[src/design/sas_consts.svh]
// Constants for the converter sequencer: register indices, field positions, timing.
// Assumes a 20 MHz core clock and an 8-bit byte-wide register port.
// Operation
// - Result stored in bits 6 to 15
// - Six low result bits read zero
// - Upper-byte read latches lower byte for later
// - Group bits pick inputs; code 11 prohibited
// - Twelve inputs, three groups of four
// - Single mode and scan of 1-4 channels
// - Start by software, timer or pin
// - Each conversion takes 13.3 us
// - End flag bit 7 set at end
// - Flag clears by zero after one read
// - Transfer controller result read clears flag
// - Bit 6 enables end interrupt
// - Halt bit stops converter and registers
// - Writing go bit 1 starts conversion
// - Writing go bit 0 stops, waits
// - Single clears go; scan repeats until stopped
// - Bit 4 selects single or scan
`ifndef SAS_CONSTS_SVH
`define SAS_CONSTS_SVH
`define SAS_IDX_RESULT_A_HI 4'h0
`define SAS_IDX_RESULT_D_LO 4'h7
`define SAS_IDX_CSR 4'h8
`define SAS_CSR_FLAG 7
`define SAS_CSR_IE 6
`define SAS_CSR_GO 5
`define SAS_CSR_SCAN 4
`define SAS_CSR_GROUP_MSB 3
`define SAS_CSR_GROUP_LSB 2
`define SAS_CSR_CHAN_MSB 1
`define SAS_CSR_CHAN_LSB 0
`define SAS_CSR_RESET 8'h00
`define SAS_RESULT_LSB 6
`define SAS_GROUP_BAD 2'h3
`define SAS_CONV_TIME_PS 13300000
`define SAS_CLK_PERIOD_PS 50000
`define SAS_CONV_CYCLES (`SAS_CONV_TIME_PS / `SAS_CLK_PERIOD_PS)
`endif

[src/design/sas_pkg.sv]
// Types shared by the converter sequencer modules.
// Assumes sas_consts.svh supplies the numeric layout.
package sas_pkg;
  typedef struct packed {
    logic flag;
    logic irq_en;
    logic go;
    logic scan;
    logic [1:0] group;
    logic [1:0] chan;
  } sas_csr_t;

  typedef enum logic [1:0] {
    SAS_WAIT = 2'b01,
    SAS_CONV = 2'b10
  } sas_state_t;
endpackage : sas_pkg

[src/design/sas_cycle_timer.sv]
// Conversion period counter: one done pulse LIMIT cycles after start.
// Assumes start and abort come from logic on the same clock.
`timescale 1ns/1ns
`include "sas_consts.svh"
module sas_cycle_timer
  import sas_pkg::*;
#(
  parameter int WIDTH = 9,
  parameter logic [WIDTH-1:0] LIMIT = WIDTH'(`SAS_CONV_CYCLES)
) (
  input wire logic clk,
  input wire logic rst,
  input wire logic start,
  input wire logic abort,
  output logic done
);
  logic [WIDTH-1:0] cnt_q;
  logic [WIDTH-1:0] cnt_d;
  logic run_q;
  logic run_d;
  logic done_d;

  always_comb
  begin
    cnt_d = cnt_q;
    run_d = run_q;
    done_d = 1'b0;
    if (abort)
    begin
      run_d = 1'b0;
    end
    else if (start)
    begin
      run_d = 1'b1;
      cnt_d = WIDTH'(1);
    end
    else if (run_q)
    begin
      if (cnt_q == LIMIT - WIDTH'(1))
      begin
        done_d = 1'b1;
        run_d = 1'b0;
      end
      cnt_d = cnt_q + WIDTH'(1);
    end
  end

  always_ff @(posedge clk)
  begin
    if (rst)
    begin
      cnt_q <= '0;
      run_q <= 1'b0;
      done <= 1'b0;
    end
    else
    begin
      cnt_q <= cnt_d;
      run_q <= run_d;
      done <= done_d;
    end
  end
endmodule : sas_cycle_timer

[src/design/sas_top.sv]
// Sequencer for a 10-bit successive-approximation converter with 12 inputs.
// Assumes the analog side returns a finished code on CONV_DATA when asked,
// and that bus strobes are one-cycle pulses on CORE_CLK.
`timescale 1ns/1ns
`include "sas_consts.svh"
module sas_top
  import sas_pkg::*;
#(
  parameter int RES_BITS = 10,
  parameter int CHANNELS = 4
) (
  input wire logic CORE_CLK,
  input wire logic RST,
  input wire logic CONVERTER_HALT,
  input wire logic BUS_RD,
  input wire logic BUS_WR,
  input wire logic [3:0] BUS_ADDR,
  input wire logic [7:0] BUS_WDATA,
  input wire logic DTC_READ,
  input wire logic TIMER_TRIG,
  input wire logic EXT_TRIG,
  input wire logic [RES_BITS-1:0] CONV_DATA,
  output logic [7:0] BUS_RDATA,
  output logic [3:0] ANALOG_CHANNEL,
  output logic SAMPLE_START,
  output logic CONVERSION_END_IRQ
);
  sas_csr_t csr_q;
  sas_csr_t csr_d;
  sas_state_t state_q;
  sas_state_t state_d;
  logic [1:0] cur_q;
  logic [1:0] cur_d;
  logic [RES_BITS-1:0] result_q [CHANNELS];
  logic [RES_BITS-1:0] result_d [CHANNELS];
  logic [7:0] temp_q;
  logic [7:0] temp_d;
  logic [7:0] rdata_d;
  logic armed_q;
  logic armed_d;
  logic sample_d;
  logic irq_d;
  logic [3:0] chan_out_d;
  logic ext_meta_q;
  logic ext_sync_q;
  logic ext_prev_q;
  logic [RES_BITS-1:0] data_meta_q;
  logic [RES_BITS-1:0] data_sync_q;
  logic conv_done;
  logic [15:0] word;
  logic [1:0] rsel;
  logic last_chan;

  // Pin inputs pass two flops before use
  always_ff @(posedge CORE_CLK)
  begin
    if (RST)
    begin
      ext_meta_q <= 1'b0;
      ext_sync_q <= 1'b0;
      ext_prev_q <= 1'b0;
      data_meta_q <= '0;
      data_sync_q <= '0;
    end
    else
    begin
      ext_meta_q <= EXT_TRIG;
      ext_sync_q <= ext_meta_q;
      ext_prev_q <= ext_sync_q;
      data_meta_q <= CONV_DATA;
      data_sync_q <= data_meta_q;
    end
  end

  sas_cycle_timer #(
    .WIDTH(9)
  ) u_timer (
    .clk(CORE_CLK),
    .rst(RST),
    .start(sample_d),
    .abort(state_d == SAS_WAIT),
    .done(conv_done)
  );

  always_comb
  begin
    rsel = BUS_ADDR[2:1];
    word = {result_q[rsel], {`SAS_RESULT_LSB{1'b0}}};
    last_chan = csr_q.scan ? (cur_q == csr_q.chan) : 1'b1;
    csr_d = csr_q;
    state_d = state_q;
    cur_d = cur_q;
    temp_d = temp_q;
    armed_d = armed_q;
    rdata_d = 8'h00;
    sample_d = 1'b0;
    for (int i = 0; i < CHANNELS; i++)
    begin
      result_d[i] = result_q[i];
    end
    // Register reads
    if (BUS_RD && !CONVERTER_HALT)
    begin
      if (BUS_ADDR == `SAS_IDX_CSR)
      begin
        rdata_d = csr_q;
        if (csr_q.flag)
        begin
          armed_d = 1'b1;
        end
      end
      else if (BUS_ADDR <= `SAS_IDX_RESULT_D_LO)
      begin
        if (BUS_ADDR[0] == 1'b0)
        begin
          rdata_d = word[15:8];
          temp_d = word[7:0];
        end
        else
        begin
          rdata_d = temp_q;
        end
        if (DTC_READ)
        begin
          csr_d.flag = 1'b0;
        end
      end
    end
    // Register writes
    if (BUS_WR && !CONVERTER_HALT && BUS_ADDR == `SAS_IDX_CSR)
    begin
      csr_d.irq_en = BUS_WDATA[`SAS_CSR_IE];
      csr_d.scan = BUS_WDATA[`SAS_CSR_SCAN];
      csr_d.group = BUS_WDATA[`SAS_CSR_GROUP_MSB:`SAS_CSR_GROUP_LSB];
      csr_d.chan = BUS_WDATA[`SAS_CSR_CHAN_MSB:`SAS_CSR_CHAN_LSB];
      csr_d.go = BUS_WDATA[`SAS_CSR_GO];
      if (!BUS_WDATA[`SAS_CSR_FLAG] && armed_q)
      begin
        csr_d.flag = 1'b0;
        armed_d = 1'b0;
      end
    end
    // Hardware triggers act like a software start
    if (TIMER_TRIG || (ext_sync_q && !ext_prev_q))
    begin
      csr_d.go = 1'b1;
    end
    // Prohibited group code never starts a conversion
    if (csr_d.group == `SAS_GROUP_BAD)
    begin
      csr_d.go = 1'b0;
    end
    unique case (state_q)
      SAS_WAIT:
      begin
        if (csr_d.go)
        begin
          state_d = SAS_CONV;
          cur_d = csr_d.scan ? 2'h0 : csr_d.chan;
          sample_d = 1'b1;
        end
      end
      SAS_CONV:
      begin
        if (!csr_d.go)
        begin
          state_d = SAS_WAIT;
        end
        else if (conv_done)
        begin
          result_d[cur_q] = data_sync_q;
          if (last_chan)
          begin
            csr_d.flag = 1'b1;
          end
          if (!csr_q.scan)
          begin
            csr_d.go = 1'b0;
            state_d = SAS_WAIT;
          end
          else
          begin
            cur_d = last_chan ? 2'h0 : cur_q + 2'h1;
            sample_d = 1'b1;
          end
        end
      end
    endcase
    // Halt forces go, the state and the sample strobe idle
    if (CONVERTER_HALT)
    begin
      csr_d.go = 1'b0;
      state_d = SAS_WAIT;
      sample_d = 1'b0;
    end
    // Never steer the mux to the missing fourth group
    chan_out_d = ANALOG_CHANNEL;
    if (csr_d.group != `SAS_GROUP_BAD)
    begin
      chan_out_d = {csr_d.group, cur_d};
    end
    irq_d = csr_d.flag && csr_d.irq_en;
  end

  always_ff @(posedge CORE_CLK)
  begin
    if (RST)
    begin
      csr_q <= `SAS_CSR_RESET;
      state_q <= SAS_WAIT;
      cur_q <= 2'h0;
      temp_q <= 8'h00;
      armed_q <= 1'b0;
      BUS_RDATA <= 8'h00;
      ANALOG_CHANNEL <= 4'h0;
      SAMPLE_START <= 1'b0;
      CONVERSION_END_IRQ <= 1'b0;
      for (int i = 0; i < CHANNELS; i++)
      begin
        result_q[i] <= '0;
      end
    end
    else
    begin
      csr_q <= csr_d;
      state_q <= state_d;
      cur_q <= cur_d;
      temp_q <= temp_d;
      armed_q <= armed_d;
      BUS_RDATA <= rdata_d;
      ANALOG_CHANNEL <= chan_out_d;
      SAMPLE_START <= sample_d;
      CONVERSION_END_IRQ <= irq_d;
      for (int i = 0; i < CHANNELS; i++)
      begin
        result_q[i] <= result_d[i];
      end
    end
  end
endmodule : sas_top

[config.mk]
export PLATFORM = sky130hd
export DESIGN_NAME = sas_top
export DESIGN_NICKNAME = d
export VERILOG_FILES = /design/src/design/sas_pkg.sv /design/src/design/sas_cycle_timer.sv /design/src/design/sas_top.sv
export VERILOG_INCLUDE_DIRS = /design/src /design/src/design
export SDC_FILE = /design/constraint.sdc
export NUM_CORES = 1
export LEC_CHECK = 0
export BUFFER_PORTS_ARGS = -buffer_cell sky130_fd_sc_hd__buf_2
export CAP_MARGIN = 10
export CORE_UTILIZATION = 50
export CTS_BUF_LIST = sky130_fd_sc_hd__clkbuf_4 sky130_fd_sc_hd__clkbuf_8 sky130_fd_sc_hd__clkbuf_16
export DETAILED_ROUTE_END_ITERATION = 7
export GPL_ROUTABILITY_DRIVEN = 0
export PLACE_DENSITY = 0.7
export SYNTH_ARGS = -nofsm -noshare
export SYNTH_HDL_FRONTEND = slang
export SYNTH_SLANG_ARGS = --single-unit
[constraint.sdc]
create_clock -name CORE_CLK -period 3.2 [get_ports CORE_CLK]
set_input_delay 0.48 -clock CORE_CLK [delete_from_list [all_inputs] [get_ports CORE_CLK]]
set_output_delay 0.48 -clock CORE_CLK [all_outputs]
set_load 0.02 [all_outputs]
# Yosys cells after proc, flatten, opt, wreduce, memory -nomap -nowiden
# Memories as Yosys holds them, arrays and structs flattened.
# Cells that the tools add are included.
classes:
  eq_ne: 8
  n_bitwise: 10
  addsub: 2
  n_mux: 62
  n_reduce_logical: 18
  magnitude_cmp: 3
op_table:
  columns: ["operator", "count"]
  rows:
  - ["$mux W40", 3]
  - ["$mux W10", 5]
  - ["$bwmux W40", 1]
  - ["$mux W1", 32]
  - ["$mux W8", 4]
  - ["$mux W2", 11]
  - ["$demux W10 S2", 1]
  - ["$mux W9", 2]
  - ["$add A9 B1 Y9 const B", 1]
  - ["$eq A9 B9 Y1 const B", 1]
  - ["$pmux W2 S2", 2]
  - ["$logic_and A1 B1 Y1", 7]
  - ["$reduce_or A2 Y1", 3]
  - ["$not A1 Y1", 5]
  - ["$eq A2 B1 Y1 const B", 2]
  - ["$eq A2 B2 Y1 const B", 2]
  - ["$eq A4 B4 Y1 const B", 1]
  - ["$le A4 B3 Y1 const B", 1]
  - ["$or A1 B1 Y1", 4]
  - ["$reduce_and A4 Y1", 1]
  - ["$reduce_or A4 Y1", 1]
  - ["$ge A3 B3 Y1 const B", 1]
  - ["$logic_not A1 Y1", 3]
  - ["$lt A3 B1 Y1 const B", 1]
  - ["other kinds (8)", 8]
word_totals:
  register_bits: 63
  mem_count: 1
  ramBits: 40
mem_list:
  columns: ["name", "words", "width", "rd", "rd_clocked_by_memory_dff", "wr", "line", "source"]
  rows:
  - ["result_q", 4, 10, 5, 0, 4, "sas_top.sv:34", "logic [RES_BITS-1:0] result_q [CHANNELS];"]

# Longest topological paths before layout
logic_depth:
  ltp_word: 14
  depth_mapped: 9
  mapped_depth_nobuf: 6

# By module
# Synthesis repeated with hierarchy kept, for this count alone.
hier_totals:
  cells_unflattened: 417
  hier_area_um2: 4386.7
by_module_without_submodules:
  columns: ["module", "area_each_um2", "cells_per_inst", "instances"]
  rows:
  - ["sas_top", 3871.2, 360, 1]
  - ["sas_cycle_timer", 515.5, 57, 1]

# Worst setup path after synthesis
# No wires, ideal clock.
synth_path:
  path_kind: "input port to flip-flop"
  startpoint: "in BUS_ADDR[0]"
  endpoint: "reg u_timer.cnt_q[7]"
  setup_ns: 0.070
  required_ns: 3.130
  arrival_time_ns: 2.371
  path_buffers: 2
  setup_slack_ns: 0.759
  path_stages: 8
  path_cell_list: "buf_6 nor4b_4 nand3_2 mux2i_2 a21oi_2 buf_6 or4_1 a21oi_1"
synth_via:
  elab_chain_cells: 11
  word_cells_on_any_way: 19
synth_rtl:
  columns: ["item", "line", "source"]
  rows:
  - ["start: declaration", "sas_top.sv:17", "input wire logic [3:0] BUS_ADDR,"]
  - ["$eq A4 B4 Y1 (no line) *", null, null]
  - ["$logic_and A1 B1 Y1 (no line) *", null, null]
  - ["$mux W8 *", "sas_top.sv:130", "if (BUS_WR && !CONVERTER_HALT && BUS_ADDR == `SAS_IDX_CSR)"]
  - ["$eq A2 B2 Y1 (no line) / $mux W1 (equally long branches)", null, null]
  - ["$mux W1 *", "sas_top.sv:149", "if (csr_d.group == `SAS_GROUP_BAD)"]
  - ["$mux W2 (on tied branches)", "sas_top.sv:165, sas_top.sv:156", null]
  - ["$pmux W2 S2", "sas_top.sv:153", "unique case (state_q)"]
  - ["$mux W2", "sas_top.sv:190", "if (CONVERTER_HALT)"]
  - ["$eq A2 B1 Y1", "sas_top.sv:81", ".abort(state_d == SAS_WAIT),"]
  - ["$not A1 Y1 (no line)", null, null]
  - ["$reduce_and A2 Y1 (no line)", null, null]
  - ["end signal: assignment", "sas_cycle_timer.sv:58", "cnt_q <= cnt_d;"]
  - ["end: declaration", "sas_cycle_timer.sv:17", "logic [WIDTH-1:0] cnt_q;"]
# Mark *: on every way between the ends. The rest lies on a longest branch, timed or not.
# A chain may end at the register's enable or synchronous reset.

# Worst setup path after layout
layout_path:
  startpoint: "in BUS_ADDR[1]"
  endpoint: "reg u_timer.cnt_q[1]"
# Same word-level chain as after synthesis.

==> impl_metrics.py <==
metrics = {
    "routing": {
        "ant_nets": 0,
        "drt_iter0_markers": 131,
        "route.detailed.wl_per_inst_um": 14.4,
        "drt-pass1-iter-count": 4,
        "via_per_inst": 5.30,
        "route.detailed.drc": 0,
        "wirelength_um": 7930,
        "vias": 2918,
    },
    "power_and_ir_drop": {
        "ir_drop_mv": 0.259,
        "power_density_nw_per_um2": 500,
        "p_leak_uw": 0.00215,
    },
    "sta": {
        "maxSlewHeadroom_pct": 58.7,
        "fin_crit_sh_pct": 66.8,
        "post-route-min-period_ps": 2140,
        "fmax_ghz": 0.468,
        "slew_violations": 0,
        "finClkSkew_ps": 7.84,
        "max_slew.worst_pin.slew_ps": 619,
        "rsz0062_at_grt": "false",
        "final_hold_viol_count": 0,
        "setup_viol": 0,
        "final.setup.tns_ps": 0,
    },
    "finish": {
        "fillers": 659,
        "fin_util_pct": 59.4,
        "final_common_cell": "dfxtp_1",
        "multi_input_area_um2": 1960,
        "final_cell_mix": "dfxtp_1 (103), nor2_1 (73), mux2i_1 (52)",
        "num_antenna_cells": 0,
        "layout-drive-gt1-share_pct": 18.9,
        "fin_nets": 480,
        "regArea_um2": 2060,
        "area_growth_syn_to_layout_pct": 13.0,
    },
    "worst_setup_path": {
        "rr_startpoint": "ext_sync_q",
        "cp_data_arrival_time_ps": 2370,
        "worstReg2RegEnd": "u_timer.cnt_q[1]",
        "worstPathCellList": "buf_2 > nor4b_4 > nand3_2 > mux2i_2 > buf_4 > nand2_1 > o21bai_2 > o41ai_1",
        "cp_max_fo": 11,
        "critical_path.slowest_cell": "nor4b_4",
        "worstPathRequired_ps": 3430,
        "worstSetupPathType": "primary input to flip-flop",
        "critPathLaunchType": "primary input",
        "rrSetupSlack_ps": 1180,
        "reg2reg_depth": 7,
        "end_kind": "flip-flop",
        "slowest_delay_ps": 360,
    },
    "logic_synthesis": {
        "synthTopCellsByArea": "dfxtp_1 (50%), mux2i_1 (13%), nor2_1 (6.6%)",
        "avgSynthCellArea_um2": 10.3,
        "yosysTopAreaCell": "dfxtp_1",
        "synth_seq_cells": 103,
        "syn_nets": 437,
        "synthArstFlopShare_pct": 0,
        "synthCells": 401,
        "yosys_warnings": 0,
        "synth_edf_count": 0,
        "synth_ff_type": "dfxtp_1",
        "yosysSeqAreaShare_pct": 49.8,
        "synth_top_area_share_pct": 49.8,
        "synthDistinctLibCells": 45,
        "syn-cell-area_um2": 4140,
    },
    "clock_tree": {
        "post_cts_buffers": 0,
        "clockBufferDepth": 2,
        "root_buffer": "clkbuf_8",
        "clk_pin_slew_worst_paths_ps": 100,
        "cts_hold_buf": 0,
        "clock-sinks": 103,
        "numCtsBuffers": 9,
        "cts_tree": "yes",
        "insertion_delay_ps": 360,
        "cts-htree-levels": 3,
        "cts_resized": 0,
    },
    "floorplanning": {
        "die-area_um2": 8650,
        "die_w_um": 93.0,
        "start_util_pct": 52.5,
        "die_y_um": 93.0,
        "coreArea_um2": 7890,
        "std_cell_rows": 32,
        "io_pins": 44,
    },
    "hold_path": {
        "hold_class": "primary input to flip-flop",
        "min_to": "data_meta_q[0]",
        "hold_start": "CONV_DATA[0]",
        "min_path_cells": 2,
    },
    "place": {
        "dpl.hpwl_um": 5510,
        "numPortBuffers": 43,
    },
    "global_routing": {
        "grtUsageTotal_pct": 20.2,
        "grt_first_pass_wirelength_um": 13600,
        "grt_max_degree": 40,
        "grt_pass1_vias": 2831,
        "grt_antenna_before_repair": 0,
        "grt-ovfl-total": 0,
    },
    "job": {
        "drv_cap": 0,
    },
    "outcome": {
        "status": "finished clean",
    },
}
flip-flops by register name, summed over array words and instances (netlist names):
name,cells
ANALOG_CHANNEL,4
BUS_RDATA,8
CONVERSION_END_IRQ,1
SAMPLE_START,1
armed_q,1
csr_q,8
cur_q,2
data_meta_q,10
data_sync_q,10
ext_meta_q,1
ext_prev_q,1
ext_sync_q,1
result_q,40
state_q,2
temp_q,2
u_timer.cnt_q,9
u_timer.done,1
u_timer.run_q,1
cell families (layout without fill, tap and decap cells):
logic type	count (synthesis)	in the layout	synth area share [%]
muxes	64	64	18.6
DFF	103	103	49.8
xor gates and xnor gates	3	3	0.634
buffers and inverters	26	74	2.90
and+or+nand+nor	148	148	17.8
AOI/OAI and AO/OA	51	51	8.43
adders and majority gates	6	6	1.81
cell type report:
type	instances	share of cell area (%)
tap	102	2.73
timing repair buffer	53	6.20
clock buffer	10	2.81
sequential	103	44.0
clock inverter	6	1.98
multi-input combinational	272	41.9
inverter	5	0.401
worst max-delay path, delay by kind of cell:
| kind | cells | cell delay (ps) |
|---|---|---|
| and+or+nand+nor | 3 | 670 |
| AOI/OAI and AO/OA | 2 | 490 |
| buffers and inverters | 2 | 450 |
| muxes | 1 | 270 |
how the worst max path moves through the flow:
stage                            from               end  slack [ps]  cells after the start
after global placement    BUS_ADDR[1]  u_timer.cnt_q[1]         740                      8
after CTS                 BUS_ADDR[1]  u_timer.cnt_q[1]        1040                      8
after floorplan           BUS_ADDR[0]  u_timer.cnt_q[7]         760                      8
final                     BUS_ADDR[1]  u_timer.cnt_q[1]        1060                      8
after detailed placement  BUS_ADDR[1]  u_timer.cnt_q[1]         650                      8
after global routing      BUS_ADDR[1]  u_timer.cnt_q[1]         880                      8
cell usage after synthesis (4+ instances only):
master / number
a21oi_1: 14
inv_1: 5
o31ai_1: 9
nor2b_1: 30
ha_1: 6
a22oi_1: 8
mux4_2: 10
o21ai_0: 4
or4_1: 7
mux2i_1: 52
nand2_1: 10
dfxtp_1: 103
nor2_1: 73
nor3_1: 5
buf_2: 6
clkbuf_1: 11
nand3_1: 9
through the flow:
| step | setup slack (ps) | hold WS, ps | power [uW] | area (um^2) | cells |
|---|---|---|---|---|---|
| floorplan | 759 | 414 | 1430 | 4140 | 401 |
| global placement | 742 | 417 | 1470 | 4460 | 535 |
| detailed placement | 654 | 423 | 1480 | 4460 | 535 |
| CTS | 1040 | 305 | 2370 | 4680 | 551 |
| global route | 876 | 309 | 2440 | 4680 | 551 |
| finish | 1060 | 321 | 2340 | 4680 | 551 |
power breakdown:
part	internal [uW]	total [uW]	switching, uW
Clock	456	896	440
Combinational	51.2	129	78.1
Sequential	1300	1320	14.2
routing by layer:
metal | share of wire (%) | GRT usage (%) | vias up
met5 | 0 | 0 | -
met4 | 1.4 | 5.64 | 0
met3 | 4.7 | 5.45 | 11
met2 | 46 | 32.1 | 73
met1 | 48 | 27.0 | 1347
li1 | - | - | 1487
Note: power is estimated with default switching activity, not from simulation.
